==> config.mk <==
export PLATFORM = sky130hd
export DESIGN_NAME = rx_overhead_port
export DESIGN_NICKNAME = d
export VERILOG_FILES = /design/src/hw/rx_overhead_pkg.sv /design/src/hw/sync_bit.sv /design/src/hw/rx_overhead_port.sv
export VERILOG_INCLUDE_DIRS = /design/src /design/src/hw
export SDC_FILE = /design/constraint.sdc
export NUM_CORES = 1
export LEC_CHECK = 0
export ABC_AREA = 0
export BUFFER_PORTS_ARGS = -buffer_cell sky130_fd_sc_hd__clkbuf_2
export CAP_MARGIN = 10
export CELL_PAD_IN_SITES_DETAIL_PLACEMENT = 1
export CELL_PAD_IN_SITES_GLOBAL_PLACEMENT = 1
export CORE_MARGIN = 1
export CORE_UTILIZATION = 42
export CTS_CLUSTER_DIAMETER = 200
export DETAILED_ROUTE_END_ITERATION = 7
export PLACE_DENSITY_LB_ADDON = 0.1
export SLEW_MARGIN = 20
export SYNTH_ARGS = -nofsm -noshare
export SYNTH_HDL_FRONTEND = slang
export SYNTH_SLANG_ARGS = --single-unit
==> constraint.sdc <==
create_clock -name sys_clk -period 2.45 [get_ports sys_clk]
set_input_delay 0.49 -clock sys_clk [delete_from_list [all_inputs] [get_ports sys_clk]]
set_output_delay 0.49 -clock sys_clk [all_outputs]
set_load 0.01 [all_outputs]
==> src/hw/rx_overhead_map.svh <==
`ifndef RX_OVERHEAD_MAP_SVH
`define RX_OVERHEAD_MAP_SVH

// ----------------------------------------
// Register offsets
// ----------------------------------------
`define RX_OH_CTRL_ADDR 8'h80
`define RX_OH_SCAN_ADDR 8'h81
`define RX_OH_STAT_ADDR 8'h82
`define RX_OH_MASK_ADDR 8'h83

// ----------------------------------------
// Field positions
// ----------------------------------------
`define RX_OH_CTRL_HDLC_BIT 0
`define RX_OH_SCAN_LOS_BIT 0
`define RX_OH_EV_LOS_ON 0
`define RX_OH_EV_LOS_OFF 1
`define RX_OH_EV_BIT_UNDERRUN 2
`define RX_OH_EV_BYTE_UNDERRUN 3

// ----------------------------------------
// Reset values
// ----------------------------------------
`define RX_OH_CTRL_RESET 8'h00
`define RX_OH_MASK_RESET 8'h00
`define RX_OH_STAT_RESET 8'h00

// ----------------------------------------
// Timing
// ----------------------------------------
`define RX_OH_CLK_HALF_NS 160
`define RX_OH_SYS_PERIOD_NS 40
`define RX_OH_HALF_CYCLES ((`RX_OH_CLK_HALF_NS) / (`RX_OH_SYS_PERIOD_NS))

`endif

==> src/hw/rx_overhead_pkg.sv <==
package rx_overhead_pkg;

  // ----------------------------------------
  // Bus and stream carriers
  // ----------------------------------------
  typedef struct packed {
    logic [7:0] addr;
    logic [7:0] wdata;
    logic wr;
    logic rd;
  } bus_req_type;

  typedef struct packed {
    logic valid;
    logic data;
    logic frame;
  } oh_bit_type;

  typedef struct packed {
    logic valid;
    logic [7:0] data;
  } pkt_byte_type;

  // ----------------------------------------
  // Block state
  // ----------------------------------------
  typedef struct packed {
    logic [7:0] ctrl;
    logic [7:0] mask;
    logic [7:0] status;
    logic [7:0] rdata;
    logic [2:0] divCount;
    logic ohClk;
    logic ohBit;
    logic ohFrame;
    logic pendValid;
    logic pendBit;
    logic pendFrame;
    logic [7:0] byteOut;
    logic byteValid;
    logic [7:0] byteHold;
    logic losPrev;
  } state_type;

endpackage : rx_overhead_pkg

==> src/hw/sync_bit.sv <==
`timescale 1ns/1ns
`default_nettype none

// ----------------------------------------
// Two-flop synchroniser
// ----------------------------------------
module sync_bit (
  input wire logic sys_clk,
  input wire logic rst,
  input wire logic asyncIn,
  output logic syncOut
);

  logic stage1;

  // Only the second stage is read outside
  always_ff @(posedge sys_clk or posedge rst)
  begin
    if (rst)
    begin
      stage1 <= 1'b0;
      syncOut <= 1'b0;
    end
    else
    begin
      stage1 <= asyncIn;
      syncOut <= stage1;
    end
  end

endmodule : sync_bit

`default_nettype wire

==> src/hw/rx_overhead_port.sv <==
// How it works
// - Scan register 0x81 bit 0 shows the current loss-of-signal input level.
// - Loss-of-signal input is active high; low means no signal loss.
// - An asserted loss input makes the receive section declare loss of signal.
// - HDLC mode bit picks overhead clock or packet byte clock role.
// - In normal mode each overhead bit changes on the clock falling edge.
// - The overhead clock toggles continuously, never gated or idle.
// - In HDLC mode the byte output updates on this pin's clock.
`timescale 1ns/1ns
`default_nettype none
`include "rx_overhead_map.svh"

module rx_overhead_port (
  input wire logic sys_clk,
  input wire logic rst,
  input wire rx_overhead_pkg::bus_req_type busReq,
  output logic [7:0] busRdata,
  input wire logic external_signal_loss_in,
  input wire logic framerSignalLoss,
  output logic rxSignalLoss,
  input wire rx_overhead_pkg::oh_bit_type ohIn,
  output logic ohReady,
  input wire rx_overhead_pkg::pkt_byte_type byteIn,
  output logic byteReady,
  output logic rx_overhead_clock,
  output logic rx_overhead_bit_out,
  output logic rx_overhead_frame_marker,
  output logic [7:0] rx_packet_byte_out,
  output logic irq
);

  // ----------------------------------------
  // Constants
  // ----------------------------------------
  localparam logic [2:0] HALF_LAST = 3'(`RX_OH_HALF_CYCLES - 1);

  // ----------------------------------------
  // State
  // ----------------------------------------
  rx_overhead_pkg::state_type state;
  rx_overhead_pkg::state_type next_state;

  logic losLevel;
  logic hdlcMode;
  logic fallEdge;
  logic [7:0] events;

  // ----------------------------------------
  // Pin synchroniser
  // ----------------------------------------
  // The loss pin comes from another chip, so it is
  // resynchronised before any logic looks at it
  sync_bit losSync (
    .sys_clk(sys_clk),
    .rst(rst),
    .asyncIn(external_signal_loss_in),
    .syncOut(losLevel)
  );

  // ----------------------------------------
  // Mode and handshakes
  // ----------------------------------------
  // Pin role follows the mode bit directly
  assign hdlcMode = state.ctrl[`RX_OH_CTRL_HDLC_BIT];

  // One slot only: ready while the slot is empty
  assign ohReady = !hdlcMode && !state.pendValid;
  assign byteReady = hdlcMode && !state.byteValid;

  // A falling edge is due when the clock is high at the end of a half
  assign fallEdge = state.ohClk && (state.divCount == HALF_LAST);

  // ----------------------------------------
  // Next state
  // ----------------------------------------
  always_comb
  begin
    next_state = state;
    next_state.rdata = 8'h00;
    events = 8'h00;

    // Free-running divider; it never stops, in either mode
    if (state.divCount == HALF_LAST)
    begin
      next_state.divCount = 3'h0;
      next_state.ohClk = !state.ohClk;
    end
    else
    begin
      next_state.divCount = state.divCount + 3'h1;
    end

    // Overhead bits launch on the falling edge so the far end
    // sees them settled half a period before its rising edge
    if (fallEdge && !hdlcMode)
    begin
      if (state.pendValid)
      begin
        next_state.ohBit = state.pendBit;
        next_state.ohFrame = state.pendFrame;
        next_state.pendValid = 1'b0;
      end
      else
      begin
        next_state.ohFrame = 1'b0;
        events[`RX_OH_EV_BIT_UNDERRUN] = 1'b1;
      end
    end

    // Packet bytes use the same edge in HDLC mode
    if (fallEdge && hdlcMode)
    begin
      if (state.byteValid)
      begin
        next_state.byteOut = state.byteHold;
        next_state.byteValid = 1'b0;
      end
      else
      begin
        events[`RX_OH_EV_BYTE_UNDERRUN] = 1'b1;
      end
    end

    // Fill the slots; ready came from the old state
    if (ohIn.valid && ohReady)
    begin
      next_state.pendValid = 1'b1;
      next_state.pendBit = ohIn.data;
      next_state.pendFrame = ohIn.frame;
    end
    if (byteIn.valid && byteReady)
    begin
      next_state.byteValid = 1'b1;
      next_state.byteHold = byteIn.data;
    end

    // Loss edges; high means the line unit declares loss
    next_state.losPrev = losLevel;
    if (losLevel && !state.losPrev)
    begin
      events[`RX_OH_EV_LOS_ON] = 1'b1;
    end
    if (!losLevel && state.losPrev)
    begin
      events[`RX_OH_EV_LOS_OFF] = 1'b1;
    end

    // Register writes
    if (busReq.wr)
    begin
      case (busReq.addr)
        `RX_OH_CTRL_ADDR:
        begin
          next_state.ctrl = busReq.wdata;
        end
        `RX_OH_MASK_ADDR:
        begin
          next_state.mask = busReq.wdata;
        end
        default:
        begin
          next_state.ctrl = state.ctrl;
        end
      endcase
    end

    // Register reads; status clears on read
    if (busReq.rd)
    begin
      case (busReq.addr)
        `RX_OH_CTRL_ADDR:
        begin
          next_state.rdata = state.ctrl;
        end
        `RX_OH_SCAN_ADDR:
        begin
          next_state.rdata = {7'h00, losLevel};
        end
        `RX_OH_STAT_ADDR:
        begin
          next_state.rdata = state.status;
          next_state.status = 8'h00;
        end
        `RX_OH_MASK_ADDR:
        begin
          next_state.rdata = state.mask;
        end
        default:
        begin
          next_state.rdata = 8'h00;
        end
      endcase
    end

    // New events land after the clear so none is lost
    next_state.status = next_state.status | events;
  end

  // ----------------------------------------
  // State register
  // ----------------------------------------
  always_ff @(posedge sys_clk or posedge rst)
  begin
    if (rst)
    begin
      state.ctrl <= `RX_OH_CTRL_RESET;
      state.mask <= `RX_OH_MASK_RESET;
      state.status <= `RX_OH_STAT_RESET;
      state.rdata <= 8'h00;
      state.divCount <= 3'h0;
      state.ohClk <= 1'b0;
      state.ohBit <= 1'b0;
      state.ohFrame <= 1'b0;
      state.pendValid <= 1'b0;
      state.pendBit <= 1'b0;
      state.pendFrame <= 1'b0;
      state.byteOut <= 8'h00;
      state.byteValid <= 1'b0;
      state.byteHold <= 8'h00;
      state.losPrev <= 1'b0;
    end
    else
    begin
      state <= next_state;
    end
  end

  // ----------------------------------------
  // Outputs
  // ----------------------------------------
  // Loss is declared from the pin or from the framer's own detector
  assign rxSignalLoss = losLevel || framerSignalLoss;

  assign busRdata = state.rdata;
  assign rx_overhead_clock = state.ohClk;
  assign rx_overhead_bit_out = state.ohBit;
  assign rx_overhead_frame_marker = state.ohFrame;
  assign rx_packet_byte_out = state.byteOut;

  // Level interrupt while any unmasked status bit is set
  assign irq = |(state.status & state.mask);

endmodule : rx_overhead_port

`default_nettype wire

==> results of run 1 <==
==> final cells by class <==
cell class	instances	area, µm²
fill	610	2670
sequential	57	1430
multi-input combinational	93	821
timing repair buffer	57	288
clock buffer	12	155
tap	72	90.1
clock inverter	3	40.0
inverter	5	18.8
==> state kept, by name, summed over array words and instances, names as in the netlist <==
| name | count |
|---|---|
| losSync.syncOut | 1 |
| rx_overhead_bit_out | 1 |
| rx_overhead_clock | 1 |
| rx_overhead_frame_marker | 1 |
| state | 35 |
| hdlcMode | 1 |
| busRdata | 8 |
| rx_packet_byte_out | 8 |
| losSync.stage1 | 1 |
==> Yosys cell counts, types with 2 or more instances <==
cell,number,area share [%]
dfrtp_1,57,59
mux2_2,38,18
buf_4,16,5.0
nor2_1,11,1.7
a22oi_1,9,2.8
nand2_1,7,1.1
inv_1,5,0.78
buf_2,3,0.63
nor2b_1,3,0.78
a21o_1,2,0.63
and2_1,2,0.52
nand4_4,2,1.8
nor2_2,2,0.52
o21ai_0,2,0.42
o2bb2ai_1,2,0.73
==> worst max-delay path by stage <==
| stage | from | endpoint | slack, ns | cells past startpoint |
|---|---|---|---|---|
| 2_1_floorplan | rst | busRdata[0] | 0.56 | 1 |
| 3_3_place_gp | busReq[10] | state[44] | 0.64 | 4 |
| 3_5_place_dp | busReq[10] | state[43] | 0.61 | 4 |
| 4_1_cts | hdlcMode | byteReady | 0.72 | 2 |
| 5_1_grt | state[24] | rx_packet_byte_out[3] | 0.64 | 4 |
| 6_report | hdlcMode | byteReady | 0.77 | 2 |
==> per-layer routing <==
| metal | routed length, µm | part of all wire (%) | global-route usage, % | vias to the layer above |
|---|---|---|---|---|
| met2 | 2410 | 51 | 29.6 | 45 |
| met3 | 209 | 4.4 | 4.71 | 12 |
| met1 | 2020 | 42 | 20.6 | 764 |
| met4 | 131 | 2.7 | 11.3 | 0 |
| met5 | 0 | 0 | 0 | - |
| li1 | - | - | - | 692 |
==> power breakdown <==
group | leakage [nW] | internal (W) | switching [W]
sequential | 0.751 | 0.00100 | 0.0000409
combinational | 0.598 | 0.0000914 | 0.0000902
clock | 0.102 | 0.000516 | 0.000348
==> stage by stage <==
step | hold slack (ns) | power, W | cell area, µm² | utilization (%) | cells
3_5_place_dp | 0.338 | 0.00124 | 2640 | 48.0 | 284
6_report | 0.271 | 0.00209 | 2840 | 51.6 | 299
5_1_grt | 0.266 | 0.00219 | 2840 | 51.6 | 299
2_1_floorplan | 0.331 | 0.00116 | 2400 | - | 174
4_1_cts | 0.253 | 0.00212 | 2840 | 51.6 | 299
3_3_place_gp | 0.342 | 0.00123 | 2640 | 48.0 | 284
==> cell families after synthesis <==
| logic type | share of synthesized area, % |
|---|---|
| AO/OA/AOI/OAI | 5.16 |
| multiplexers | 18.8 |
| adder cells (fa/ha/maj) | 0.521 |
| buffers and inverters | 6.41 |
| flip-flops | 59.4 |
| AND/OR/NAND/NOR | 9.38 |
| XOR/XNOR | 0.365 |
==> worst max-delay path, cell delays in order, from the launching register on <==
cell,delay [ns]
dfrtp_1,0.48
nor2b_1,0.23
clkbuf_2,0.16
==> flow_summary_export.csv, run 1 <==
group,metric,value,unit
timing,period_minus_slack,1.68,ns
power_and_ir_drop,ir_worst_vdd,0.000431,V
die,design.core.area,5510,µm²
run,maxCapViolCount,0,
yosys,avgSynthCellArea,13.8,µm²
cts,post_cts_buffers,0,
layout,final_common_cell,"dfrtp_1",
placement,post-place-ws,0.611,ns
global_route,grt_max_degree,58,
yosys,syn_nets,209,
layout,fin_nets,258,
layout,drive_gt1_share,51.5,%
cts,cts_tree,"built",
detailed_routing,wl,4.77,mm
worst_hold_path,min_from,"external_signal_loss_in",
layout,final_cell_mix,"dfrtp_1, clkbuf_2, mux2_2",
global_route,grt_pass1_wl,7.91,mm
timing,clock-skew-final,0.00406,ns
die,num_rows,27,
detailed_routing,routed_via_density,5.06,
timing,finalSetupViolCount,0,
global_route,grt_pass1_vias,1651,
global_route,antenna_found_initial,0,
timing,slew_viol_final,0,
status,status,"finished clean",
yosys,ys_seq_area_share,59.4,%
critical_path,r2r_setup_slack,0.77,ns
critical_path,cp_max_fo,7,
cts,htree_num_levels,3,
yosys,synth_edf_count,0,
power_and_ir_drop,p_leak,1.45,nW
yosys,synth_ff_type,"dfrtp_1",
critical_path,worst-setup-path-type,"register to output pin",
detailed_routing,drc,0,
worst_hold_path,hold_depth,1,
cts,post_cts_resize_count,0,
cts,cts-root-buf,"clkbuf_8",
die,die_h,77.6,µm
placement,port_buffers,56,
layout,diodes,0,
placement,place_congestion,0.741,
timing,setup_ws,0.770,ns
cts,cts.clk_slew.worst_paths,0.06,ns
timing,tightest_slew,0.714,ns
cts,cts_buffers,9,
cts,cts_sinks,57,
die,die_w,77.6,µm
yosys,async_flop_share,100,%
detailed_routing,routedWlPerCell,15.9,µm
yosys,netlist_area,2400,µm²
layout,syn_to_final_growth,18.2,%
timing,slew_headroom,52.4,%
yosys,ys_types,28,
yosys,ys_ff_latch,57,
critical_path,reg2reg_depth,4,
cts,cts_buffer_depth,2,
detailed_routing,drt_iter0_drc,38,
timing,finalHoldViolations,0,
global_route,grt_overflow,0,
placement,dp_hpwl,3.47,mm
critical_path,critPathCaptureType,"output pin",
detailed_routing,antenna_left,0,
detailed_routing,firstDrtPassIters,4,
power_and_ir_drop,power.density,735,nW/µm²
critical_path,critPathArrivalTime,1.19,ns
yosys,synthCells,174,
global_route,track_usage,17.9,%
die,start_util,43.6,%
timing,finalSetupTns,0,ns
critical_path,cp-start-kind,"register",
worst_hold_path,hold_end,"losSync.stage1",
yosys,yosysWarnings,0,
timing,fin_crit_sh,68.6,%
detailed_routing,routed-via-count,1513,
die,dieArea,6020,µm²
timing,rsz0062_at_grt,"false",
critical_path,r2r-end,"rx_packet_byte_out[3]",
die,ios,57,
worst_hold_path,hp-class,"input port to register",
critical_path,timing.rr.start,"state[24]",
cts,ctsHoldBuffers,0,
critical_path,worst-endpoint-required,1.96,ns
cts,clk-insertion-delay-late,0.33,ns
timing,fmax,595,MHz
Note: power is estimated with default switching activity, not from simulation.
==> run 2: changes to the inputs <==
clock period = 1.6 ns   (was 2.45 ns; I/O delays follow)
==> run 2 against run 1 <==
Wire length rose by 2.2%. Register-to-register slack worse by 0.66 ns. Worst setup slack worse by 0.68 ns. Critical path depth up 1. Non-clock buffer count rose by 6. Power is 44% higher. Sequential cell count unchanged. Clock-buffer cell count shrank 1. Clock skew increased by 0.0011 ns. Worst hold slack worse by 0.21 ns. Global-route usage grew 0.48 points. Critical path type unchanged. Largest cell class unchanged.
==> flow_summary_export.csv, run 2 (synthesized netlist as in run 1, its figures left out) <==
group,metric,value,unit
detailed_routing,firstDrtPassIters,4,
detailed_routing,wl,4.87,mm
layout,regMostFlops,"state",
timing,fmax,664,MHz
critical_path,critPathCaptureType,"output pin",
cts,clk-insertion-delay-late,0.33,ns
cts,cts_buffer_depth,2,
detailed_routing,drc,0,
layout,diodes,0,
critical_path,r2r-end,"rx_packet_byte_out[6]",
cts,htree_num_levels,3,
global_route,grtUsageMet1,21.5,%
layout,fin_area,2870,µm²
critical_path,r2r_setup_slack,0.11,ns
detailed_routing,routed_via_density,4.98,
cts,cts_tree,"built",
status,status,"finished clean",
timing,tightest_slew,0.451,ns
global_route,antenna_found_initial,0,
critical_path,reg2reg_depth,5,
placement,placed_area,2710,µm²
critical_path,cp_max_fo,5,
layout,syn_to_final_growth,19.5,%
power_and_ir_drop,ir_worst_vdd,0.000586,V
timing,clock-skew-final,0.00519,ns
layout,largest_register_ffs,35,
run,maxCapViolCount,0,
layout,drive_gt1_share,53.2,%
die,die_w,77.6,µm
layout,final_cell_mix,"dfrtp_1, clkbuf_2, mux2_2",
die,dieArea,6020,µm²
die,design.core.area,5510,µm²
cts,ctsHoldBuffers,0,
cts,cts-root-buf,"clkbuf_8",
placement,post-place-cells,290,
worst_hold_path,hp-class,"input port to async pin",
layout,fin_nets,264,
die,num_rows,27,
timing,finalSetupViolCount,0,
critical_path,timing.rr.start,"state[24]",
global_route,track_usage,18.4,%
cts,cts.clk_slew.worst_paths,0.06,ns
detailed_routing,routedWlPerCell,16.0,µm
timing,period_minus_slack,1.51,ns
critical_path,critPathArrivalTime,1.19,ns
power_and_ir_drop,p_leak,1.47,nW
die,die_h,77.6,µm
global_route,grt_use_met2,31.2,%
timing,fin_crit_sh,94.1,%
global_route,grt_max_degree,58,
timing,finalSetupTns,0,ns
global_route,grt_overflow,0,
global_route,busiest_layer,"met2",
critical_path,cp-start-kind,"register",
global_route,gr-usage-met3,4.12,%
critical_path,worst-endpoint-required,1.28,ns
detailed_routing,routed-via-count,1519,
cts,cts_buffers,9,
die,start_util,43.6,%
die,ios,57,
power_and_ir_drop,power,0.00301,W
global_route,grt_pass1_wl,8.20,mm
placement,dp_hpwl,3.51,mm
cts,cts_sinks,57,
timing,slew_viol_final,0,
placement,port_buffers,56,
placement,place_congestion,0.767,
global_route,grt_pass1_vias,1688,
critical_path,worstSetupStartpoint,"hdlcMode",
timing,slew_headroom,69.8,%
power_and_ir_drop,power.density,1050,nW/µm²
timing,finalHoldViolations,0,
detailed_routing,antenna_left,0,
layout,final_common_cell,"dfrtp_1",
detailed_routing,drt_iter0_drc,53,
timing,rsz0062_at_grt,"false",
layout,layout.cells.non_filler,305,
critical_path,worst-setup-path-type,"register to output pin",
-- run 2: changes by cell type in the layout (fill, tap and decap cells not counted) --
cell / delta
inv_2: -1
clkinvlp_4: +1
ha_2: +1
clkinv_2: +2
buf_4: +5
clkbuf_8: -1
ha_1: -1
bufinv_16: -1
buf_12: +1
-- run 2: power by group --
part	internal, W	total, W	switching (W)
Combinational	0.000150	0.000295	0.000144
Sequential	0.00153	0.00159	0.0000579
Clock	0.000584	0.00112	0.000539
Total	0.00227	0.00301	0.000741
-- run 2: metal layers --
| metal | wire [µm] | share of wire [%] |
|---|---|---|
| met4 | 110 | 2.3 |
| met3 | 168 | 3.4 |
| met1 | 2080 | 43 |
| met2 | 2520 | 52 |
| met5 | 0 | 0 |
-- run 2: final cells by class --
class | count | area, µm²
flip-flops and latches | 57 | 1430
clock inverters | 4 | 20.0
multi-input cells | 93 | 823
inverters | 5 | 22.5
repair buffers | 63 | 345
fillers | 605 | 2640
clock buffers | 11 | 141
well taps | 72 | 90.1
-- run 2: stage by stage --
| step | util (%) | worst slack [ns] | hold slack [ns] |
|---|---|---|---|
| floorplan | - | 0.160 | 0.331 |
| global placement | 49.1 | -0.00672 | 0.341 |
| detailed placement | 49.1 | -0.0809 | 0.343 |
| CTS | 52.1 | 0.0590 | 0.0702 |
| global route | 52.1 | 0.00982 | 0.0827 |
| finish | 52.1 | 0.0943 | 0.0602 |
-- run 2: how the worst max path moves through the flow --
stage	endpoint	slack [ns]	cells past startpoint
after floorplan	rx_packet_byte_out[0]	0.16	4
after global placement	hdlcMode	-0.007	4
after detailed placement	state[58]	-0.08	4
after CTS	rx_packet_byte_out[6]	0.06	5
after global routing	ohReady	0.01	3
final	ohReady	0.09	3
-- run 2: repair_timing --
action,in CTS,in global routing
setup endpoints to repair,0,8
gates resized for setup,0,1
setup buffers,0,0
-- run 2: worst max-delay path, stage by stage, from the launching register on --
cell and delay [ns]:
dfrtp_1 0.41, buf_4 0.16, nor2_1 0.13, clkbuf_2 0.15
